==> src/logic/hacst_defines.svh <==
// Constants for the Hall angle and current sample timing block.
`ifndef HACST_DEFINES_SVH
`define HACST_DEFINES_SVH
`define HACST_CLK_MHZ 25
`define HACST_SAMPLE_DELAY_NS 6000
`define HACST_SAMPLE_DELAY_CYC ((`HACST_SAMPLE_DELAY_NS * `HACST_CLK_MHZ + 999) / 1000)
`define HACST_PWM_FREQ_HZ 10000
`define HACST_PWM_PERIOD_US (1000000 / `HACST_PWM_FREQ_HZ)
`define HACST_PWM_PERIOD_CYC (`HACST_PWM_PERIOD_US * `HACST_CLK_MHZ)
`define HACST_SECTOR_DEG 60
`define HACST_SPEED_TAPS 6
`define HACST_ADC_BITS 12
`define HACST_BIPOLAR_STEP_UV10 3125
`define HACST_DIRECT_STEP_UV10 6250
`define HACST_SCALE_MV_PER_A 200
`define HACST_ANGLE_FRAC 16
`define HACST_ANGLE_W 25
`define HACST_SPEED_SHIFT 8
`endif

==> src/logic/hacst_pkg.sv <==
// Types for the Hall angle and current sample timing block.
package hacst_pkg;
  typedef logic [2:0] hacst_hall_t;
  typedef logic signed [15:0] hacst_current_t;
  typedef enum logic {HACST_DIRECT, HACST_BIPOLAR} hacst_chan_e;
endpackage

==> src/logic/hacst_speed_avg.sv <==
// Six-tap moving average of instantaneous speed values.
`timescale 1ns/1ns
`include "hacst_defines.svh"
module hacst_speed_avg #(
  parameter int W = 16
) (
  input wire logic CORE_CLK_I,
  input wire logic RESET_N_I,
  input wire logic valid_i,
  input wire logic [W-1:0] speed_i,
  output logic [W-1:0] avg_o
);
  initial begin
    if (W < 2 || W > 32) $error("speed width unsupported");
  end
  logic [W-1:0] hist_q [`HACST_SPEED_TAPS];
  logic [W-1:0] hist_d [`HACST_SPEED_TAPS];
  logic [W+2:0] sum_q, sum_d;
  logic [W-1:0] avg_q, avg_d;
  always_comb begin
    hist_d = hist_q;
    sum_d = sum_q;
    avg_d = avg_q;
    if (valid_i) begin
      for (int i = `HACST_SPEED_TAPS - 1; i > 0; i--) begin
        hist_d[i] = hist_q[i-1];
      end
      hist_d[0] = speed_i;
      // Running sum avoids an adder tree: add newest, drop oldest.
      sum_d = sum_q + (W+3)'(speed_i) - (W+3)'(hist_q[`HACST_SPEED_TAPS-1]);
      avg_d = W'(sum_d / (W+3)'(`HACST_SPEED_TAPS));
    end
  end
  always_ff @(posedge CORE_CLK_I or negedge RESET_N_I) begin
    if (!RESET_N_I) begin
      for (int i = 0; i < `HACST_SPEED_TAPS; i++) begin
        hist_q[i] <= '0;
      end
      sum_q <= '0;
      avg_q <= '0;
    end else begin
      hist_q <= hist_d;
      sum_q <= sum_d;
      avg_q <= avg_d;
    end
  end
  assign avg_o = avg_q;
  avg_zero_ok_a: assert property (@(posedge CORE_CLK_I) disable iff (!RESET_N_I)
    !valid_i && $stable(sum_q) |=> $stable(avg_q)) else $error("average moved without input");
endmodule

==> src/logic/hacst_top.sv <==
// Hall angle estimator, speed measure and current sample timing.
//////////////////////////////////////////////////////////////////////////////
//////////////////////////////////////////////////////////////////////////////
`timescale 1ns/1ns
`include "hacst_defines.svh"
module hacst_top #(
  parameter int SPEED_W = 16,
  parameter int PWM_PERIOD_CYC = `HACST_PWM_PERIOD_CYC,
  parameter int SAMPLE_DELAY_CYC = `HACST_SAMPLE_DELAY_CYC,
  parameter int TIMER_W = 24
) (
  input wire logic CORE_CLK_I,
  input wire logic RESET_N_I,
  input wire hacst_pkg::hacst_hall_t HALL_I,
  input wire logic PWM_TICK_I,
  input wire logic [2:0] LOW_SIDE_ON_I,
  input wire logic ADC_VALID_I,
  input wire logic [1:0] ADC_PHASE_I,
  input wire hacst_pkg::hacst_chan_e ADC_CHAN_I,
  input wire logic [11:0] ADC_CODE_I,
  input wire logic [11:0] ZERO_OFFSET_CODE_I,
  output logic SAMPLE_TRIG_O,
  output logic SAMPLE_MISSED_O,
  output logic [1:0] SAMPLE_PHASE_O,
  output logic [8:0] ANGLE_DEG_O,
  output logic HALL_CHANGE_O,
  output logic [SPEED_W-1:0] SPEED_INST_O,
  output logic [SPEED_W-1:0] SPEED_AVG_O,
  output hacst_pkg::hacst_current_t PHASE_A_CURRENT_O,
  output hacst_pkg::hacst_current_t PHASE_B_CURRENT_O,
  output logic CURRENT_VALID_O
);
  import hacst_pkg::*;
  initial begin
    if (SAMPLE_DELAY_CYC < 1 || SAMPLE_DELAY_CYC >= PWM_PERIOD_CYC) $error("bad sample delay");
    if (TIMER_W < 16 || TIMER_W > 30) $error("bad timer width");
  end
  localparam int AW = `HACST_ANGLE_W;
  localparam int FR = `HACST_ANGLE_FRAC;
  localparam logic [AW-1:0] SECTOR_FX = AW'(`HACST_SECTOR_DEG) << FR;
  localparam logic [AW-1:0] REV_FX = AW'(360) << FR;
  localparam logic [TIMER_W-1:0] SPD_NUM = TIMER_W'(1) << (TIMER_W - 1);

  // Fixed Hall state to sector angle table, in whole degrees.
  function automatic logic [8:0] hall_angle(input hacst_hall_t h);
    case (h)
      3'h1: hall_angle = 9'd0;
      3'h3: hall_angle = 9'd60;
      3'h2: hall_angle = 9'd120;
      3'h6: hall_angle = 9'd180;
      3'h4: hall_angle = 9'd240;
      3'h5: hall_angle = 9'd300;
      default: hall_angle = 9'd0;
    endcase
  endfunction

  // Reciprocal of the coarse Hall interval; saturates when the output is too narrow.
  function automatic logic [SPEED_W-1:0] speed_of(input logic [TIMER_W-1:0] t);
    logic [TIMER_W-1:0] per;
    logic [TIMER_W-1:0] q;
    per = t >> `HACST_SPEED_SHIFT;
    if (per == '0) begin
      per = TIMER_W'(1);
    end
    q = SPD_NUM / per;
    if (TIMER_W > SPEED_W && (q >> SPEED_W) != '0) begin
      speed_of = '1;
    end else begin
      speed_of = SPEED_W'(q);
    end
  endfunction

  // Converts a code to a signed current in milliamps.
  function automatic hacst_current_t to_current(input hacst_chan_e ch, input logic [11:0] code,
      input logic [11:0] zero);
    logic signed [31:0] diff_uv;
    diff_uv = 32'sd0;
    if (ch == HACST_BIPOLAR) begin
      diff_uv = (32'($signed({1'b0, code})) - 32'sd2048 - 32'($signed({1'b0, zero})) + 32'sd2048)
        * 32'sd`HACST_BIPOLAR_STEP_UV10 / 32'sd10;
    end else begin
      diff_uv = (32'($signed({1'b0, code})) - 32'($signed({1'b0, zero})))
        * 32'sd`HACST_DIRECT_STEP_UV10 / 32'sd10;
    end
    to_current = 16'(diff_uv / 32'sd`HACST_SCALE_MV_PER_A);
  endfunction

  //////////////////////////////////////////////////////////////////////////////
  // Sampling trigger.
  typedef enum logic [1:0] {HACST_WAIT_ON, HACST_DELAY, HACST_DONE} hacst_trig_e;
  hacst_trig_e trig_q, trig_d;
  logic [15:0] dly_q, dly_d;
  logic trig_out_q, trig_out_d, miss_q, miss_d;
  logic [1:0] phase_q, phase_d;
  wire all_low = &LOW_SIDE_ON_I;
  always_comb begin
    trig_d = trig_q;
    dly_d = dly_q;
    trig_out_d = 1'b0;
    miss_d = 1'b0;
    phase_d = phase_q;
    case (trig_q)
      HACST_WAIT_ON: begin
        dly_d = '0;
        if (all_low) begin
          trig_d = HACST_DELAY;
        end
      end
      HACST_DELAY: begin
        if (!all_low) begin
          // Low-side window closed early: the period yields no sample.
          miss_d = 1'b1;
          trig_d = HACST_DONE;
        end else if (dly_q == 16'(SAMPLE_DELAY_CYC - 1)) begin
          trig_out_d = 1'b1;
          phase_d = 2'h0;
          trig_d = HACST_DONE;
        end else begin
          dly_d = dly_q + 16'h0001;
        end
      end
      HACST_DONE: begin
        if (!all_low) begin
          trig_d = HACST_WAIT_ON;
        end
      end
      default: trig_d = HACST_WAIT_ON;
    endcase
    if (PWM_TICK_I) begin
      trig_d = all_low ? HACST_DELAY : HACST_WAIT_ON;
      dly_d = '0;
    end
  end
  always_ff @(posedge CORE_CLK_I or negedge RESET_N_I) begin
    if (!RESET_N_I) begin
      trig_q <= HACST_WAIT_ON;
      dly_q <= '0;
      trig_out_q <= 1'b0;
      miss_q <= 1'b0;
      phase_q <= 2'h0;
    end else begin
      trig_q <= trig_d;
      dly_q <= dly_d;
      trig_out_q <= trig_out_d;
      miss_q <= miss_d;
      phase_q <= phase_d;
    end
  end
  assign SAMPLE_TRIG_O = trig_out_q;
  assign SAMPLE_MISSED_O = miss_q;
  assign SAMPLE_PHASE_O = phase_q;

  trig_needs_low_a: assert property (@(posedge CORE_CLK_I) disable iff (!RESET_N_I)
    trig_out_d |-> all_low) else $error("trigger outside low-side window");
  trig_delay_a: assert property (@(posedge CORE_CLK_I) disable iff (!RESET_N_I)
    $rose(trig_out_q) |-> $past(trig_q == HACST_DELAY) && $past(dly_q) == 16'(SAMPLE_DELAY_CYC - 1))
    else $error("trigger delay wrong");

  //////////////////////////////////////////////////////////////////////////////
  // Current conversion.
  hacst_current_t cur_a_q, cur_a_d, cur_b_q, cur_b_d;
  logic cur_v_q, cur_v_d;
  always_comb begin
    cur_a_d = cur_a_q;
    cur_b_d = cur_b_q;
    cur_v_d = 1'b0;
    if (ADC_VALID_I) begin
      if (ADC_PHASE_I == 2'h0) begin
        cur_a_d = to_current(ADC_CHAN_I, ADC_CODE_I, ZERO_OFFSET_CODE_I);
      end else if (ADC_PHASE_I == 2'h1) begin
        cur_b_d = to_current(ADC_CHAN_I, ADC_CODE_I, ZERO_OFFSET_CODE_I);
        cur_v_d = 1'b1;
      end
    end
  end
  always_ff @(posedge CORE_CLK_I or negedge RESET_N_I) begin
    if (!RESET_N_I) begin
      cur_a_q <= '0;
      cur_b_q <= '0;
      cur_v_q <= 1'b0;
    end else begin
      cur_a_q <= cur_a_d;
      cur_b_q <= cur_b_d;
      cur_v_q <= cur_v_d;
    end
  end
  assign PHASE_A_CURRENT_O = cur_a_q;
  assign PHASE_B_CURRENT_O = cur_b_q;
  assign CURRENT_VALID_O = cur_v_q;

  cur_b_valid_a: assert property (@(posedge CORE_CLK_I) disable iff (!RESET_N_I)
    ADC_VALID_I && ADC_PHASE_I == 2'h1 |=> cur_v_q) else $error("phase B result not flagged");

  //////////////////////////////////////////////////////////////////////////////
  // Hall angle interpolation and speed timing.
  hacst_hall_t hall_q, hall_d;
  logic [15:0] pwm_cnt_q, pwm_cnt_d, last_cnt_q, last_cnt_d;
  logic [AW-1:0] base_q, base_d, off_q, off_d, step_q, step_d;
  logic [TIMER_W-1:0] tmr_q, tmr_d;
  logic [SPEED_W-1:0] spd_q, spd_d;
  logic chg_q, chg_d, seen_q, seen_d;
  wire hall_edge = HALL_I != hall_q;
  always_comb begin
    hall_d = HALL_I;
    pwm_cnt_d = pwm_cnt_q;
    last_cnt_d = last_cnt_q;
    base_d = base_q;
    off_d = off_q;
    step_d = step_q;
    tmr_d = (tmr_q == '1) ? tmr_q : tmr_q + 1'b1;
    spd_d = spd_q;
    chg_d = 1'b0;
    seen_d = seen_q;
    if (hall_edge) begin
      chg_d = seen_q;
      seen_d = 1'b1;
      base_d = AW'(hall_angle(HALL_I)) << FR;
      off_d = '0;
      last_cnt_d = pwm_cnt_q;
      pwm_cnt_d = '0;
      // Sector spans last_cnt ticks, so each tick adds 60 deg over that count.
      step_d = (pwm_cnt_q == '0) ? '0 : AW'(SECTOR_FX / AW'(pwm_cnt_q));
      // Speed is the reciprocal of the Hall interval in units of 256 clock cycles.
      spd_d = speed_of(tmr_q);
      tmr_d = '0;
    end else if (PWM_TICK_I && seen_q) begin
      pwm_cnt_d = (pwm_cnt_q == '1) ? pwm_cnt_q : pwm_cnt_q + 16'h0001;
      off_d = (off_q + step_q > SECTOR_FX) ? SECTOR_FX : off_q + step_q;
    end
  end
  always_ff @(posedge CORE_CLK_I or negedge RESET_N_I) begin
    if (!RESET_N_I) begin
      hall_q <= '0;
      pwm_cnt_q <= '0;
      last_cnt_q <= '0;
      base_q <= '0;
      off_q <= '0;
      step_q <= '0;
      tmr_q <= '0;
      spd_q <= '0;
      chg_q <= 1'b0;
      seen_q <= 1'b0;
    end else begin
      hall_q <= hall_d;
      pwm_cnt_q <= pwm_cnt_d;
      last_cnt_q <= last_cnt_d;
      base_q <= base_d;
      off_q <= off_d;
      step_q <= step_d;
      tmr_q <= tmr_d;
      spd_q <= spd_d;
      chg_q <= chg_d;
      seen_q <= seen_d;
    end
  end
  logic [AW-1:0] ang_sum;
  always_comb begin
    ang_sum = base_q + off_q;
    if (ang_sum >= REV_FX) begin
      ang_sum = ang_sum - REV_FX;
    end
  end
  assign ANGLE_DEG_O = 9'(ang_sum >> FR);
  assign HALL_CHANGE_O = chg_q;
  assign SPEED_INST_O = spd_q;

  hacst_speed_avg #(
    .W(SPEED_W)
  ) u_avg (
    .CORE_CLK_I(CORE_CLK_I),
    .RESET_N_I(RESET_N_I),
    .valid_i(chg_q),
    .speed_i(spd_q),
    .avg_o(SPEED_AVG_O)
  );

  angle_load_a: assert property (@(posedge CORE_CLK_I) disable iff (!RESET_N_I)
    hall_edge |=> base_q == (AW'(hall_angle($past(HALL_I))) << FR) && off_q == '0)
    else $error("Hall angle not loaded");
  angle_cap_a: assert property (@(posedge CORE_CLK_I) disable iff (!RESET_N_I)
    off_q <= SECTOR_FX) else $error("angle ran past sector");
  count_capture_a: assert property (@(posedge CORE_CLK_I) disable iff (!RESET_N_I)
    hall_edge |=> last_cnt_q == $past(pwm_cnt_q) && pwm_cnt_q == '0)
    else $error("PWM count not captured");
  advance_tick_a: assert property (@(posedge CORE_CLK_I) disable iff (!RESET_N_I)
    !hall_edge && !PWM_TICK_I |=> $stable(off_q)) else $error("angle moved without tick");
endmodule

==> config.mk <==
export PLATFORM = sky130hd
export DESIGN_NAME = hacst_top
export DESIGN_NICKNAME = d
export VERILOG_FILES = /design/src/logic/hacst_pkg.sv /design/src/logic/hacst_speed_avg.sv /design/src/logic/hacst_top.sv
export VERILOG_INCLUDE_DIRS = /design/src /design/src/logic
export SDC_FILE = /design/constraint.sdc
export NUM_CORES = 2
export LEC_CHECK = 0
export BUFFER_PORTS_ARGS = -buffer_cell sky130_fd_sc_hd__buf_4
export CELL_PAD_IN_SITES_DETAIL_PLACEMENT = 0
export CELL_PAD_IN_SITES_GLOBAL_PLACEMENT = 1
export CORE_MARGIN = 4
export CORE_UTILIZATION = 40
export CTS_CLUSTER_DIAMETER = 60
export CTS_CLUSTER_SIZE = 10
export DETAILED_ROUTE_END_ITERATION = 16
export PLACE_DENSITY_LB_ADDON = 0.3
export SYNTH_ARGS = -nofsm -noshare
export SYNTH_HDL_FRONTEND = slang
export SYNTH_SLANG_ARGS = --single-unit
==> constraint.sdc <==
create_clock -name CORE_CLK_I -period 91.9 [get_ports CORE_CLK_I]
set_input_delay 9.19 -clock CORE_CLK_I [delete_from_list [all_inputs] [get_ports CORE_CLK_I]]
set_output_delay 9.19 -clock CORE_CLK_I [all_outputs]
set_load 0.01 [all_outputs]
==> results by group <==
Finish
  • Post-layout instance area: 0.0641 mm^2
  • # fillers: 15400
  • Ant. Diodes: 0
  • # nets final: 8565
  • Share of cells above drive strength 1: 0.104
  • Final std cells w/o fill: 9696
  • P&R area growth vs syn: 6.12%

Yosys
  • Synth area leaders: ha_1, dfrtp_1, xnor2_1, a21o_1, a21oi_1
  • Count leader, synth: ha_1
  • Synthesized cell area: 0.0604 mm^2
  • Post-synth top area share: 0.156
  • Seq/Total Area, Yosys: 0.125
  • Syn Inst Count: 7715
  • Avg Inst Size Synth: 7.83 um^2
  • Main synth FF type: dfrtp_1
  • Synth area leader: ha_1
  • Yosys cell types: 188
  • Post-synth EDFFs: 0
  • Flops & latches, synth: 302
  • Yosys Warn Count: 0
  • Asr flop ratio synth: 1.00
  • Commonest cells post-synth: ha_1, nor2_1, a21oi_1

Route
  • Vias/cell: 5.64
  • Initial DRC count: 3265
  • Drt drc: 0
  • DR WL/cell: 17.4 um
  • Antenna Nets Post-Route: 0
  • Detailed Route WL: 169 mm
  • Total number of vias: 54700
  • TritonRoute pass-1 iters: 6

Floorplan
  • Boundary Pins: 116
  • Chip width: 397 um
  • Row count: 142
  • Die area: 0.157 mm^2
  • Initial Util: 0.403
  • Die height: 397 um
  • Core ar.: 0.150 mm^2

Critical path
  • Crit-path slowest cell: or4b_2
  • WP data required: 92360 ps
  • Max FO, Critical Path: 34
  • Flop2flop setup slack: 18040 ps
  • Startpoint types: flop
  • Reg2Reg Depth: 389
  • Setup CP Type: reg2reg
  • Reg2reg start: pwm_cnt_q[12]
  • Critical Path Source: pwm_cnt_q[12]
  • CP Data Arrival Time: 74320 ps
  • Setup crit end kind: flop
  • Crit-path most repeated cell: a21o_1
  • Critical path's largest stage delay: 950 ps
  • Capturing point of the worst reg2reg path: step_q[0]

STA
  • Final setup viols: 0
  • Unrepaired setup endpoints after global routing: no
  • Fmax: 0.0135 GHz
  • Pins over their slew limit: 0
  • Clock Skew: 22.1 ps
  • Fin crit period: 73860 ps
  • Crit share post-route: 0.804
  • Rel. slew slack: 0.209
  • Endpoints failing hold: 0
  • Worst-Margin Slew: 1180 ps
  • Setup TNS: 0 ps
  • WHS: 479 ps

CTS
  • H-tree level count: 2
  • CTS resizes: 0
  • Clk sinks: 302
  • CTS tree: built
  • Post-CTS setup buffer count: 0
  • Num CTS Buffers: 40
  • Hold buffers post-CTS: 0
  • Reg clk slew, reported paths: 60 ps
  • CTS Root Cell: clkbuf_16
  • Clk_lat worst skew: 580 ps
  • CTS max path bufs: 3

Global route
  • Vias in the first global route: 52900
  • Initial antenna violation count: 1
  • First-pass GRT wire length: 277 mm
  • Gr usage total: 0.208
  • Largest net degree at the start of global routing: 140
  • Total grt overflow: 0

Worst hold path
  • Min-Delay Endpoint: PHASE_B_CURRENT_O[14]
  • WHS Path Cells: 2
  • HP Start: PHASE_B_CURRENT_O[14]
  • HP Class: reg2reg

Placed design
  • Placed Cells: 9639
  • Hpwl dp: 132 mm
  • PortBufs: 113
  • RD Place Congestion: 0.860
  • Post-DP Area: 0.0629 mm^2

Flow run
  • Max-cap viol count: 0

Outcome
  • Status: complete, no violations
## worst max-delay path by stage
stage | slack (ps) | to
after floorplan | 20670 | step_q[0]
after global placement | 19660 | step_q[0]
after detailed placement | 18310 | step_q[0]
after CTS | 18050 | step_q[0]
after global routing | 11440 | step_q[0]
final | 18040 | step_q[0]
## through the flow
step	utilization	setup slack (ps)
final	0.427	18040
after global routing	0.427	11440
after CTS	0.427	18050
after detailed placement	0.420	18310
after global placement	0.420	19660
after floorplan	-	20670
## layer usage
layer,global-route usage,vias up,wire length (um)
li1,-,27900,-
met1,0.291,25800,82200
met2,0.352,862,77900
met3,0.0175,172,5310
met4,0.0381,4,3100
met5,0,-,22
## area by class of cell
cell class,instances,area (um^2),area share
multi-input cells,6597,49300,0.770
flip-flops and latches,302,7560,0.118
well taps,2016,2520,0.0394
inverters,522,1960,0.0306
repair buffers,202,1540,0.0240
clock buffers,47,1050,0.0163
clock inverters,10,120,0.00187
## sequential cells by signal (all words and copies together), names as in the netlist, 19 cells and up
| signal | count |
|---|---|
| tmr_q | 24 |
| off_q | 25 |
| u_avg.hist_q | 96 |
| step_q | 25 |
| u_avg.sum_q | 19 |
## cells in the final DEF (no fill, tap or decap), types with 34 or more instances in the layout
cell type  instances
a211oi_1          53
a21o_1           422
a21oi_1          597
a22o_1            34
a31oi_1           69
and2_1            96
buf_4            200
clkbuf_16         40
dfrtp_1          300
fa_1             109
ha_1             754
inv_1            518
mux2_2           219
mux2i_1           61
nand2_1          582
nand2b_1         158
nand3_1          154
nand4_1          112
nor2_1           621
nor2b_1           81
nor3_1           149
nor4_1            61
o211ai_1          45
o21a_1            54
o21ai_0          511
o21ai_1           52
o21bai_1          54
o31ai_1           85
or3_1             60
xnor2_1          513
xor2_1           168
## worst max-delay path: cells and delay by family, from the launching register on
family                   cells  cell delay [ps]
adder cells (fa/ha/maj)     23             7490
AO/OA/AOI/OAI              213            37480
multiplexers                11             3480
flip-flops                   1              430
buffers and inverters       16             3770
AND/OR/NAND/NOR            126            20900
## cells by family after synthesis
group                    after synthesis  share of synthesized area
AO/OA/AOI/OAI                       2409                      0.272
XOR/XNOR                             687                      0.101
adder cells (fa/ha/maj)              876                      0.194
buffers and inverters                818                     0.0596
flip-flops                           302                      0.125
multiplexers                         289                     0.0532
other                                  1                  0.0000621
AND/OR/NAND/NOR                     2333                      0.195
Power is not shown: default switching activity piles up to over one toggle a cycle in this logic, so the estimate is an artifact.
